**src/logic/sfr_pkg.sv**
```systemverilog
package sfr_pkg;

  // ----------------------------------------------------------------
  // Read opcodes
  // ----------------------------------------------------------------
  localparam logic [7:0] OP_FAST_READ = 8'h0B;
  localparam logic [7:0] OP_SLOW_READ = 8'h03;
  localparam logic [7:0] OP_LOWP_READ = 8'h01;
  localparam logic [7:0] OP_PAGE_READ = 8'hD2;
  localparam logic [7:0] OP_BUF1_FAST = 8'hD4;
  localparam logic [7:0] OP_BUF1_SLOW = 8'hD1;
  localparam logic [7:0] OP_BUF2_FAST = 8'hD6;
  localparam logic [7:0] OP_BUF2_SLOW = 8'hD3;

  // ----------------------------------------------------------------
  // Dummy byte counts per command family
  // ----------------------------------------------------------------
  localparam logic [2:0] DUMMY_NONE = 3'h0;
  localparam logic [2:0] DUMMY_ONE = 3'h1;
  localparam logic [2:0] DUMMY_FOUR = 3'h4;

  // ----------------------------------------------------------------
  // Address layout
  // ----------------------------------------------------------------
  localparam int PAGE_W = 15;
  localparam int BYTE_W = 9;
  localparam logic [1:0] ADDR_LAST_BYTE = 2'h2;
  localparam logic [2:0] BIT_LAST = 3'h7;
  localparam logic [8:0] LAST_BYTE_264 = 9'h107;
  localparam logic [8:0] LAST_BYTE_256 = 9'h0FF;
  localparam logic [14:0] PAGE_STEP = 15'h0001;
  localparam logic [8:0] BYTE_STEP = 9'h001;

  // ----------------------------------------------------------------
  // Pin synchroniser reset: chip select idles high
  // ----------------------------------------------------------------
  localparam logic [3:0] SYNC_RST = 4'h1;

  // ----------------------------------------------------------------
  // Types
  // ----------------------------------------------------------------
  typedef enum logic [2:0] {
    ST_IDLE,
    ST_OPCODE,
    ST_ADDR,
    ST_DUMMY,
    ST_DATA,
    ST_IGNORE
  } sfr_state_t;

  typedef enum logic [1:0] {
    KIND_ARRAY,
    KIND_PAGE,
    KIND_BUFFER
  } sfr_kind_t;

  typedef enum logic [1:0] {
    SRC_ARRAY,
    SRC_BUF1,
    SRC_BUF2
  } sfr_src_t;

endpackage

```
**src/logic/sfr_pin_sync.sv**
```systemverilog
`timescale 1ns/1ps
module sfr_pin_sync
(
  // Clock and reset
  input wire logic i_mclk,
  input wire logic i_reset_n,
  // Raw pins {page_256, si, sck, cs_n}
  input wire logic [3:0] i_pins,
  // Synchronised levels and clock edges
  output logic [3:0] o_pins,
  output logic o_sck_rise,
  output logic o_sck_fall
);

  typedef struct packed {
    logic [3:0] meta;
    logic [3:0] sync;
    logic sck_prev;
  } sfr_sync_regs_t;

  sfr_sync_regs_t s_r;
  sfr_sync_regs_t s_nxt;

  // ----------------------------------------------------------------
  // Two-flop synchroniser; edges are found past the second stage only
  // ----------------------------------------------------------------
  always_comb
  begin
    s_nxt.meta = i_pins;
    s_nxt.sync = s_r.meta; // Only the second stage reads the first
    s_nxt.sck_prev = s_r.sync[1];
  end

  // Select resets to its idle high level so no false command starts
  always_ff @(posedge i_mclk or negedge i_reset_n)
  begin
    if (!i_reset_n)
    begin
      s_r.meta <= sfr_pkg::SYNC_RST;
      s_r.sync <= sfr_pkg::SYNC_RST;
      s_r.sck_prev <= 1'b0;
    end
    else
    begin
      s_r <= s_nxt;
    end
  end

  // Edge pulses last one clock
  assign o_pins = s_r.sync;
  assign o_sck_rise = s_r.sync[1] & ~s_r.sck_prev;
  assign o_sck_fall = ~s_r.sync[1] & s_r.sck_prev;

endmodule

```
**src/logic/sfr_read_ctrl.sv**
```systemverilog
// Function
// - 0Bh: three address, one dummy, data
// - 264 mode: 15 page bits, 9 byte
// - 256 mode: bits 22-8 page, 7-0 byte
// - Array read crosses into next page seamlessly
// - Array read wraps from end to start
// - Chip select high ends read, output off
// - Array reads bypass and preserve both buffers
// - 03h: three address bytes, no dummy
// - 01h: three address bytes, no dummy
// - D2h: three address, four dummy bytes
// - Page read wraps within same page
// - D4h/D1h buffer 1, D6h/D3h buffer 2
// - Buffer address: offset 9 or 8 bits
// - D4h/D6h one dummy; D1h/D3h none
// - Buffer read wraps to buffer start
// - Everything travels most significant bit first
`timescale 1ns/1ps
module sfr_read_ctrl
(
  // Clock and reset
  input wire logic i_mclk,
  input wire logic i_reset_n,
  // Serial pins, asynchronous to i_mclk
  input wire logic i_cs_n,
  input wire logic i_sck,
  input wire logic i_si,
  output logic o_so,
  output logic o_so_oe,
  // Page size strap: 1 selects 256-byte pages
  input wire logic i_page_256,
  // Storage read port, data valid one clock after address
  output logic o_mem_rd,
  output sfr_pkg::sfr_src_t o_mem_src,
  output logic [14:0] o_mem_page,
  output logic [8:0] o_mem_byte,
  input wire logic [7:0] i_mem_data
);

  typedef struct packed {
    sfr_pkg::sfr_state_t state;
    sfr_pkg::sfr_kind_t kind;
    sfr_pkg::sfr_src_t src;
    logic p256;
    logic [2:0] dummy;
    logic [2:0] in_cnt;
    logic [2:0] byte_idx;
    logic [7:0] shift_in;
    logic [15:0] addr_hi;
    logic [14:0] page;
    logic [8:0] byte_pos;
    logic [2:0] out_cnt;
    logic [7:0] shift_out;
    logic so;
    logic oe;
    logic rd;
  } sfr_regs_t;

  sfr_regs_t s_r;
  sfr_regs_t s_nxt;
  logic [3:0] pins;
  logic sck_rise;
  logic sck_fall;
  logic cs_low;
  logic si;

  // ----------------------------------------------------------------
  // Pin synchronisation
  // ----------------------------------------------------------------
  sfr_pin_sync u_sync
  (
    .i_mclk(i_mclk),
    .i_reset_n(i_reset_n),
    .i_pins({i_page_256, i_si, i_sck, i_cs_n}),
    .o_pins(pins),
    .o_sck_rise(sck_rise),
    .o_sck_fall(sck_fall)
  );

  assign cs_low = ~pins[0];
  assign si = pins[2];

  // ----------------------------------------------------------------
  // Helpers
  // ----------------------------------------------------------------

  // Last byte of a page or buffer for the latched page size
  function automatic logic [8:0] last_byte(input logic p256);
    last_byte = p256 ? sfr_pkg::LAST_BYTE_256 : sfr_pkg::LAST_BYTE_264;
  endfunction

  // Start byte from the 24 address bits; page bits ignored for buffers
  function automatic logic [8:0] start_byte(input logic p256, input logic [23:0] a);
    start_byte = p256 ? {1'b0, a[7:0]} : a[8:0];
  endfunction

  // Page index from the 24 address bits
  function automatic logic [14:0] start_page(input logic p256, input logic [23:0] a);
    start_page = p256 ? a[22:8] : a[23:9];
  endfunction

  // ----------------------------------------------------------------
  // Next state
  // ----------------------------------------------------------------
  always_comb
  begin
    logic [7:0] full;
    logic [23:0] addr;
    full = {s_r.shift_in[6:0], si};
    addr = {s_r.addr_hi, full};
    s_nxt = s_r;
    if (!cs_low)
    begin
      // Select high at any time aborts and floats the output
      s_nxt.state = sfr_pkg::ST_IDLE;
      s_nxt.oe = 1'b0;
      s_nxt.so = 1'b0;
      s_nxt.rd = 1'b0;
      s_nxt.in_cnt = 3'h0;
    end
    else
    begin
      case (s_r.state)
        sfr_pkg::ST_IDLE:
        begin
          // Page size caught at select fall and held to the end
          s_nxt.p256 = pins[3];
          s_nxt.state = sfr_pkg::ST_OPCODE;
          s_nxt.in_cnt = 3'h0;
          s_nxt.byte_idx = 3'h0;
        end
        sfr_pkg::ST_OPCODE, sfr_pkg::ST_ADDR, sfr_pkg::ST_DUMMY:
        begin
          if (sck_rise)
          begin
            s_nxt.shift_in = full;
            s_nxt.in_cnt = s_r.in_cnt + 3'h1;
            if (s_r.in_cnt == sfr_pkg::BIT_LAST)
            begin
              s_nxt.byte_idx = s_r.byte_idx + 3'h1;
              if (s_r.state == sfr_pkg::ST_OPCODE)
              begin
                s_nxt.state = sfr_pkg::ST_ADDR;
                s_nxt.byte_idx = 3'h0;
                case (full)
                  sfr_pkg::OP_FAST_READ:
                  begin
                    s_nxt.kind = sfr_pkg::KIND_ARRAY;
                    s_nxt.src = sfr_pkg::SRC_ARRAY;
                    s_nxt.dummy = sfr_pkg::DUMMY_ONE;
                  end
                  sfr_pkg::OP_SLOW_READ, sfr_pkg::OP_LOWP_READ:
                  begin
                    s_nxt.kind = sfr_pkg::KIND_ARRAY;
                    s_nxt.src = sfr_pkg::SRC_ARRAY;
                    s_nxt.dummy = sfr_pkg::DUMMY_NONE;
                  end
                  sfr_pkg::OP_PAGE_READ:
                  begin
                    s_nxt.kind = sfr_pkg::KIND_PAGE;
                    s_nxt.src = sfr_pkg::SRC_ARRAY;
                    s_nxt.dummy = sfr_pkg::DUMMY_FOUR;
                  end
                  sfr_pkg::OP_BUF1_FAST, sfr_pkg::OP_BUF2_FAST:
                  begin
                    s_nxt.kind = sfr_pkg::KIND_BUFFER;
                    s_nxt.src = (full == sfr_pkg::OP_BUF1_FAST) ?
                      sfr_pkg::SRC_BUF1 : sfr_pkg::SRC_BUF2;
                    s_nxt.dummy = sfr_pkg::DUMMY_ONE;
                  end
                  sfr_pkg::OP_BUF1_SLOW, sfr_pkg::OP_BUF2_SLOW:
                  begin
                    s_nxt.kind = sfr_pkg::KIND_BUFFER;
                    s_nxt.src = (full == sfr_pkg::OP_BUF1_SLOW) ?
                      sfr_pkg::SRC_BUF1 : sfr_pkg::SRC_BUF2;
                    s_nxt.dummy = sfr_pkg::DUMMY_NONE;
                  end
                  default:
                  begin
                    // Foreign opcodes keep the output off until select rises
                    s_nxt.state = sfr_pkg::ST_IGNORE;
                  end
                endcase
              end
              else if (s_r.state == sfr_pkg::ST_ADDR)
              begin
                s_nxt.addr_hi = addr[15:0];
                if (s_r.byte_idx[1:0] == sfr_pkg::ADDR_LAST_BYTE)
                begin
                  // Present the first address now so data is ready early
                  s_nxt.page = start_page(s_r.p256, addr);
                  s_nxt.byte_pos = start_byte(s_r.p256, addr);
                  s_nxt.rd = 1'b1;
                  s_nxt.byte_idx = 3'h0;
                  s_nxt.out_cnt = 3'h0;
                  s_nxt.state = (s_r.dummy == sfr_pkg::DUMMY_NONE) ?
                    sfr_pkg::ST_DATA : sfr_pkg::ST_DUMMY;
                end
              end
              else if (s_r.byte_idx + 3'h1 == s_r.dummy)
              begin
                s_nxt.state = sfr_pkg::ST_DATA;
              end
            end
          end
        end
        sfr_pkg::ST_DATA:
        begin
          // Output changes on the falling clock so the host samples on rise
          if (sck_fall)
          begin
            s_nxt.oe = 1'b1;
            s_nxt.out_cnt = s_r.out_cnt - 3'h1;
            if (s_r.out_cnt == 3'h0)
            begin
              s_nxt.so = i_mem_data[7];
              s_nxt.shift_out = {i_mem_data[6:0], 1'b0};
              // Advance at once; eight clocks remain to fetch the next byte
              if (s_r.byte_pos != last_byte(s_r.p256))
              begin
                s_nxt.byte_pos = s_r.byte_pos + sfr_pkg::BYTE_STEP;
              end
              else
              begin
                s_nxt.byte_pos = 9'h000;
                if (s_r.kind == sfr_pkg::KIND_ARRAY)
                begin
                  // Page counter rolls over at the array end
                  s_nxt.page = s_r.page + sfr_pkg::PAGE_STEP;
                end
              end
            end
            else
            begin
              s_nxt.so = s_r.shift_out[7];
              s_nxt.shift_out = {s_r.shift_out[6:0], 1'b0};
            end
          end
        end
        sfr_pkg::ST_IGNORE:
        begin
          s_nxt.oe = 1'b0;
        end
        default:
        begin
          s_nxt.state = sfr_pkg::ST_IDLE;
        end
      endcase
    end
  end

  // ----------------------------------------------------------------
  // State register
  // ----------------------------------------------------------------
  always_ff @(posedge i_mclk or negedge i_reset_n)
  begin
    if (!i_reset_n)
    begin
      s_r <= '0;
    end
    else
    begin
      s_r <= s_nxt;
    end
  end

  // Outputs straight from flops
  assign o_so = s_r.so;
  assign o_so_oe = s_r.oe;
  assign o_mem_rd = s_r.rd;
  assign o_mem_src = s_r.src;
  assign o_mem_page = s_r.page;
  assign o_mem_byte = s_r.byte_pos;

endmodule

```
**config.mk**
```make
export PLATFORM = sky130hd
export DESIGN_NAME = sfr_read_ctrl
export DESIGN_NICKNAME = d
export VERILOG_FILES = /design/src/logic/sfr_pkg.sv /design/src/logic/sfr_pin_sync.sv /design/src/logic/sfr_read_ctrl.sv
export SDC_FILE = /design/constraint.sdc
export NUM_CORES = 1
export LEC_CHECK = 0
export BUFFER_PORTS_ARGS = -buffer_cell sky130_fd_sc_hd__buf_2
export CAP_MARGIN = 30
export CORE_MARGIN = 5
export CORE_UTILIZATION = 40
export CTS_BUF_LIST = sky130_fd_sc_hd__clkbuf_4
export CTS_CLUSTER_DIAMETER = 200
export DETAILED_ROUTE_END_ITERATION = 12
export PLACE_DENSITY = 0.66
export SYNTH_ARGS = -nofsm -noshare
export SYNTH_HDL_FRONTEND = slang
export SYNTH_SLANG_ARGS = --single-unit
```
**constraint.sdc**
```tcl
create_clock -name i_mclk -period 2.3 [get_ports i_mclk]
set_input_delay 0.115 -clock i_mclk [delete_from_list [all_inputs] [get_ports i_mclk]]
set_output_delay 0.115 -clock i_mclk [all_outputs]
set_load 0.01 [all_outputs]
```
Word-level counts from Yosys, hierarchy flattened
Index checks and enable logic that the tools add are counted.
{"block": "totals", "reg_bits": 88, "latchBits": 0, "ramBits": 0, "rom_bits": 0, "input_bits": 14, "out_inout_bits": 29, "elab_cells": 148, "mem_count": 0}
{"block": "classes", "n_addsub": 5, "n_mul": 0, "n_div": 0, "magnitude_cmp": 0, "eq_ne": 33, "shift": 0, "mux": 45, "bitwise_logic": 6, "reduce_logical": 40}
{"cell": "two-way mux 43 bit", "n": 3}
{"cell": "two-way mux 57 bit", "n": 1}
{"cell": "case mux 27 bit (2 select lines)", "n": 1}
{"cell": "two-way mux 15 bit", "n": 3}
{"cell": "equality test 8 bit, second input constant", "n": 5}
{"cell": "two-way mux 3 bit", "n": 13}
{"cell": "two-way mux 37 bit", "n": 1}
{"cell": "two-way mux 9 bit", "n": 4}
{"cell": "two-way mux 27 bit", "n": 1}
{"cell": "two-way mux 24 bit", "n": 1}
{"cell": "AND reduction 6 bit", "n": 4}
{"cell": "!= test 2 bit, second input constant", "n": 9}
{"cell": "case mux 3 bit (3 select lines)", "n": 2}
{"cell": "nonzero test 2 bit", "n": 9}
{"cell": "case mux 4 bit (4 select lines)", "n": 1}
{"cell": "adder 15 x 1 -> 15 bit, second input constant", "n": 1}
{"cell": "two-way mux 7 bit", "n": 2}
{"cell": "case mux 6 bit (2 select lines)", "n": 1}
{"cell": "AND reduction 11 bit", "n": 1}
{"cell": "!= test 5 x 4 -> 1 bit, second input constant", "n": 2}
{"cell": "adder 9 x 1 -> 9 bit, second input constant", "n": 1}
{"cell": "equality test 3 bit, second input constant", "n": 3}
{"cell": "zero test 3 bit", "n": 3}
{"cell": "!= test 3 x 2 -> 1 bit, second input constant", "n": 3}
{"cell": "30 further kinds", "n": 54}

Depth between registers and ports, before layout
{"block": "logic_depth", "depth_word": 9, "ltp_mapped": 9, "mapped_depth_nobuf": 7}

Cells and area by module
A second synthesis with hierarchy kept.
{"block": "hier_totals", "hier_cells": 489, "area_unflattened_um2": 4863.4}
{"module": "sfr_read_ctrl", "instances": 1, "cells_each": 474, "area_each_um2": 4590.7, "seq_area_each_um2": 1901.8}
{"module": "sfr_pin_sync", "instances": 1, "cells_each": 15, "area_each_um2": 272.8, "seq_area_each_um2": 227.7}

Least setup slack after synthesis
No wires, ideal clock.
{"block": "synth_path", "kind": "register to register", "start": "register s_r[65] in the netlist's numbering", "end": "register s_r[43] in the netlist's numbering", "setup_time_ns": 0.125, "arrival_ns": 1.978, "required_time_ns": 2.175, "path_slack_ns": 0.197, "stages_incl_launch_ff": 9, "path_buffers": 2, "synth_period_minus_slack_ns": 2.103, "path_cell_list": "dfrtp_1 -> ha_1 -> ha_1 -> nand3b_1 -> or3_1 -> clkbuf_1 -> nor2_2 -> buf_4 -> mux2_2"}
{"block": "synth_via", "elab_chain_len": 2}
{"item": "start, declared", "line_no": "sfr_read_ctrl.sv:59", "source": "sfr_regs_t s_r;"}
{"item": "start signal, assigned", "line_no": "sfr_read_ctrl.sv:263", "source": "s_r <= s_nxt;"}
{"item": "equality test 3 bit", "line_no": "sfr_read_ctrl.sv:138", "source": "if (s_r.in_cnt == sfr_pkg::BIT_LAST)"}
{"item": "AND reduction 6 bit (no line)"}
No other way between the ends.
A chain may end at the register's enable or synchronous reset.

Final worst setup path
{"block": "layout_path", "start": "register s_r[62] in the netlist's numbering", "end": "register s_r, in the netlist o_mem_page[7]"}
{"block": "layout_via", "elab_chain_len": 3}
{"item": "equality test 2 bit", "line_no": "sfr_read_ctrl.sv:188", "source": "if (s_r.byte_idx[1:0] == sfr_pkg::ADDR_LAST_BYTE)"}
{"item": "!= test 2 bit (no line)"}
{"item": "AND reduction 11 bit (no line)"}
No other way between the ends.

==> flow_summary.yaml <==
die:
  die_area_sq_um: 14000
  rows: 39
  start_util_pct: 41.0
  die_h_um: 118
  core_sq_um: 11500
  ios: 43
  die_width_um: 118
synthesis:
  synth.cell_area_sq_um: 4700
  synthesis.nets: 508
  synthTopCellsByArea: "dfrtp_1 (44%), mux2_2 (5.5%), buf_4 (4.5%)"
  synth_mux_area_share_pct: 10.3
  yosys.cell_types.count: 63
  synth.top_cell.area_share_pct: 44.2
  synthTopCellsByCount: "dfrtp_1 (83), nand2_1 (40), nor2_1 (39), a21oi_1 (29), o21ai_0 (29)"
  synth-edff-count: 0
  synth_async_sr_flop_share_pct: 100
  yosys.area_share.simple_pct: 15.2
  yosys_most_used_dff: "dfrtp_1"
  synth-seq-cells: 85
  syn-instance-count: 484
  synthAdderAreaFrac_pct: 2.66
  synth_top_family_by_area: "compound AO/OA/AOI/OAI gates"
  yosysTopAreaCell: "dfrtp_1"
  syn_avg_cell_area_sq_um: 9.70
  synth-xor-area-share_pct: 0.879
  synth_compound_area_share_pct: 17.0
  yosys_warnings: 0
  ys_seq_area_share_pct: 45.3
  yosysMostFrequentCell: "dfrtp_1"
timing:
  max_slew.worst_pin.slew_ns: 0.596
  slew_headroom_pct: 60.3
  hold_violations: 0
  max_freq_mhz: 465
  timing.hold.ws_ns: 0.216
  finalClockSkew_ns: 0.0224
  finalSetupViolCount: 0
  final_max_slew_viol_count: 0
  finalCritPeriodShare_pct: 93.6
  finalCriticalPeriod_ns: 2.15
hold_path:
  worstHoldPathType: "input pin to async pin"
clock_tree:
  clk_latency_ns: 0.43
  h-tree-depth: 3
  cts.sinks: 85
  cts_buffers: 9
  clk_pin_slew_ns: 0.13
  root_buffer: "clkbuf_4"
  cts_buffer_depth: 2
  cts_tree: "built"
routing:
  drtIter0Drc: 319
  drc: 0
  wl_per_cell_um: 15.9
  ant_nets: 0
  vias_per_cell: 5.60
  num_vias: 3756
  drt_wl_total_um: 10600
  drtPass1Iterations: 5
setup_path:
  critical_path_depth: 9
  slowest_stage: "dfrtp_1"
  worst_setup_path_end_kind: "register"
  r2r-start: "s_r[62]$_DFFE_PN0P_"
  cp_max_fo: 30
  crit_path_start_kind: "register"
  cpPeakStageDelay_ns: 0.47
  path_cells: "inv_1 > ha_1 > nand3b_1 > a221oi_1 > buf_4 > o311ai_2 > buf_12 > o21ai_0 > o21ai_1"
  timing.rr.end: "o_mem_page[7]$_DFFE_PN0P_"
  rrSetupSlack_ns: 0.15
  arrival_ns: 2.48
  crit_type: "register to register"
  crit_family: "compound AO/OA/AOI/OAI gates"
  ff2ff_path_depth: 9
  crit_buf_inv: 3
  cp_data_required_time_ns: 2.63
pwr:
  p_comb_share_pct: 26.6
  seqPwrFrac_pct: 51.8
  powerDensity_nw_per_um2: 658
  clockPowerShare_pct: 21.6
  irDropWorstVdd_uv: 433
  switchingPower_w: 0.00114
  p_leak_nw: 2.38
  p_sw_share_pct: 32.9
  p_int_w: 0.00231
grt:
  grt_max_degree: 49
  grt_use_total_pct: 15.3
  grt_overflow: 0
  grt_pass1_wl_um: 17900
  grt_pass1_vias: 3619
  antenna_found_initial: 0
final_layout:
  fillCellCount: 1052
  fin_util_pct: 45.8
  diodes: 0
  final_nets: 547
  drive_above_1_share_pct: 22.2
  syn_to_final_growth_pct: 11.7
placed_design:
  dp_hpwl_um: 7610
  place.gp.congestion: 0.852
  port_buffers: 42
run:
  maxCapViolCount: 0
run_status:
  outcome: "completed"
[kinds of logic after synthesis]
kind of cell | after synthesis
AO/OA/AOI/OAI | 123
AND/OR/NAND/NOR | 143
flip-flops | 85
multiplexers | 45
adder cells (fa/ha/maj) | 10
buffers and inverters | 75
XOR/XNOR | 3
[layout make-up]
type / instances / area (sq um) / area share, %
inverter: 23 / 86.3 / 1.65
clock buffer: 13 / 97.6 / 1.86
multi-input combinational: 324 / 2180 / 41.6
tap: 143 / 179 / 3.41
sequential: 85 / 2130 / 40.6
timing repair buffer: 80 / 556 / 10.6
clock inverter: 3 / 15.0 / 0.286
[sequential cells by signal, summed over array words and instances, names as in the netlist]
register and flops:
o_mem_page 15, o_mem_src 2, o_mem_byte 9, u_sync.s_r 1, o_mem_rd 1, u_sync.o_pins 4
s_r 47, o_so_oe 1, u_sync.s_nxt 4, o_so 1
[through the flow]
step	area, sq um	setup WS (ns)	total power (W)	TNS [ns]	std cells
CTS	5230	0.0774	0.00349	0	671
global placement	4990	0.130	0.00269	0	642
finish	5250	0.148	0.00345	0	671
global route	5250	-0.0258	0.00367	-0.0444	671
floorplan	4700	0.197	0.00244	0	484
detailed placement	4990	0.0834	0.00272	0	642
[worst register-to-register path, stage by stage (launching register included)]
cell	delay (ns)
dfrtp_1	0.47
inv_1	0.13
ha_1	0.23
nand3b_1	0.10
a221oi_1	0.37
buf_4	0.18
o311ai_2	0.12
buf_12	0.19
o21ai_0	0.19
o21ai_1	0.09
[layout by cell type, fill, tap and decap left out, types with 5 or more instances in the layout]
cell type / synthesis / routed
dfrtp_1: 83 / 83
buf_2: 9 / 41
nand2_1: 40 / 40
nor2_1: 39 / 39
a21oi_1: 29 / 29
o21ai_0: 29 / 29
buf_4: 28 / 24
mux2_2: 23 / 23
inv_1: 22 / 22
mux2i_1: 20 / 20
clkbuf_4: 0 / 13
dlygate4sd3_1: 0 / 13
nand3_1: 12 / 12
o22ai_1: 10 / 10
o21ai_1: 10 / 10
ha_1: 10 / 10
nor3_1: 9 / 9
nand4_1: 8 / 8
nand2b_1: 6 / 6
a32oi_1: 5 / 5
[routing by layer]
metal / global-route usage (%) / part of all wire [%] / up-vias
met1: 21.0 / 46 / 1821
met4: 5.23 / 1.8 / 0
met5: 0 / 0 / -
li1: - / - / 1797
met2: 23.8 / 47 / 117
met3: 3.49 / 5.0 / 21
[worst max-delay path by stage]
stage	start	endpoint	slack, ns
after floorplan	s_r[65]$_DFFE_PN0P_	s_r[43]$_DFFE_PN0P_	0.20
after global placement	o_mem_byte[3]$_DFFE_PN0P_	o_mem_page[13]$_DFFE_PN0P_	0.13
after detailed placement	o_mem_byte[3]$_DFFE_PN0P_	o_mem_page[7]$_DFFE_PN0P_	0.08
after CTS	o_mem_byte[3]$_DFFE_PN0P_	o_mem_page[7]$_DFFE_PN0P_	0.08
after global routing	o_mem_byte[3]$_DFFE_PN0P_	o_mem_byte[0]$_DFFE_PN0P_	-0.03
final	s_r[62]$_DFFE_PN0P_	o_mem_page[7]$_DFFE_PN0P_	0.15
[power by group through the flow]
stage | clock [W] | combinational, W | sequential (W)
after floorplan | 0 | 0.000709 | 0.00173
after global placement | 0 | 0.000874 | 0.00181
after detailed placement | 0 | 0.000900 | 0.00182
after CTS | 0.000785 | 0.000918 | 0.00179
after global routing | 0.000848 | 0.00101 | 0.00182
final | 0.000746 | 0.000917 | 0.00179
[what timing repair did]
item / CTS / global route
hold buffers: 13 / 0
resized for setup: 0 / 2
endpoints found under the setup margin: 0 / 10
endpoints found under the hold margin: 54 / 0
setup buffers: 0 / 0
Power figures use the tool's default switching activity.
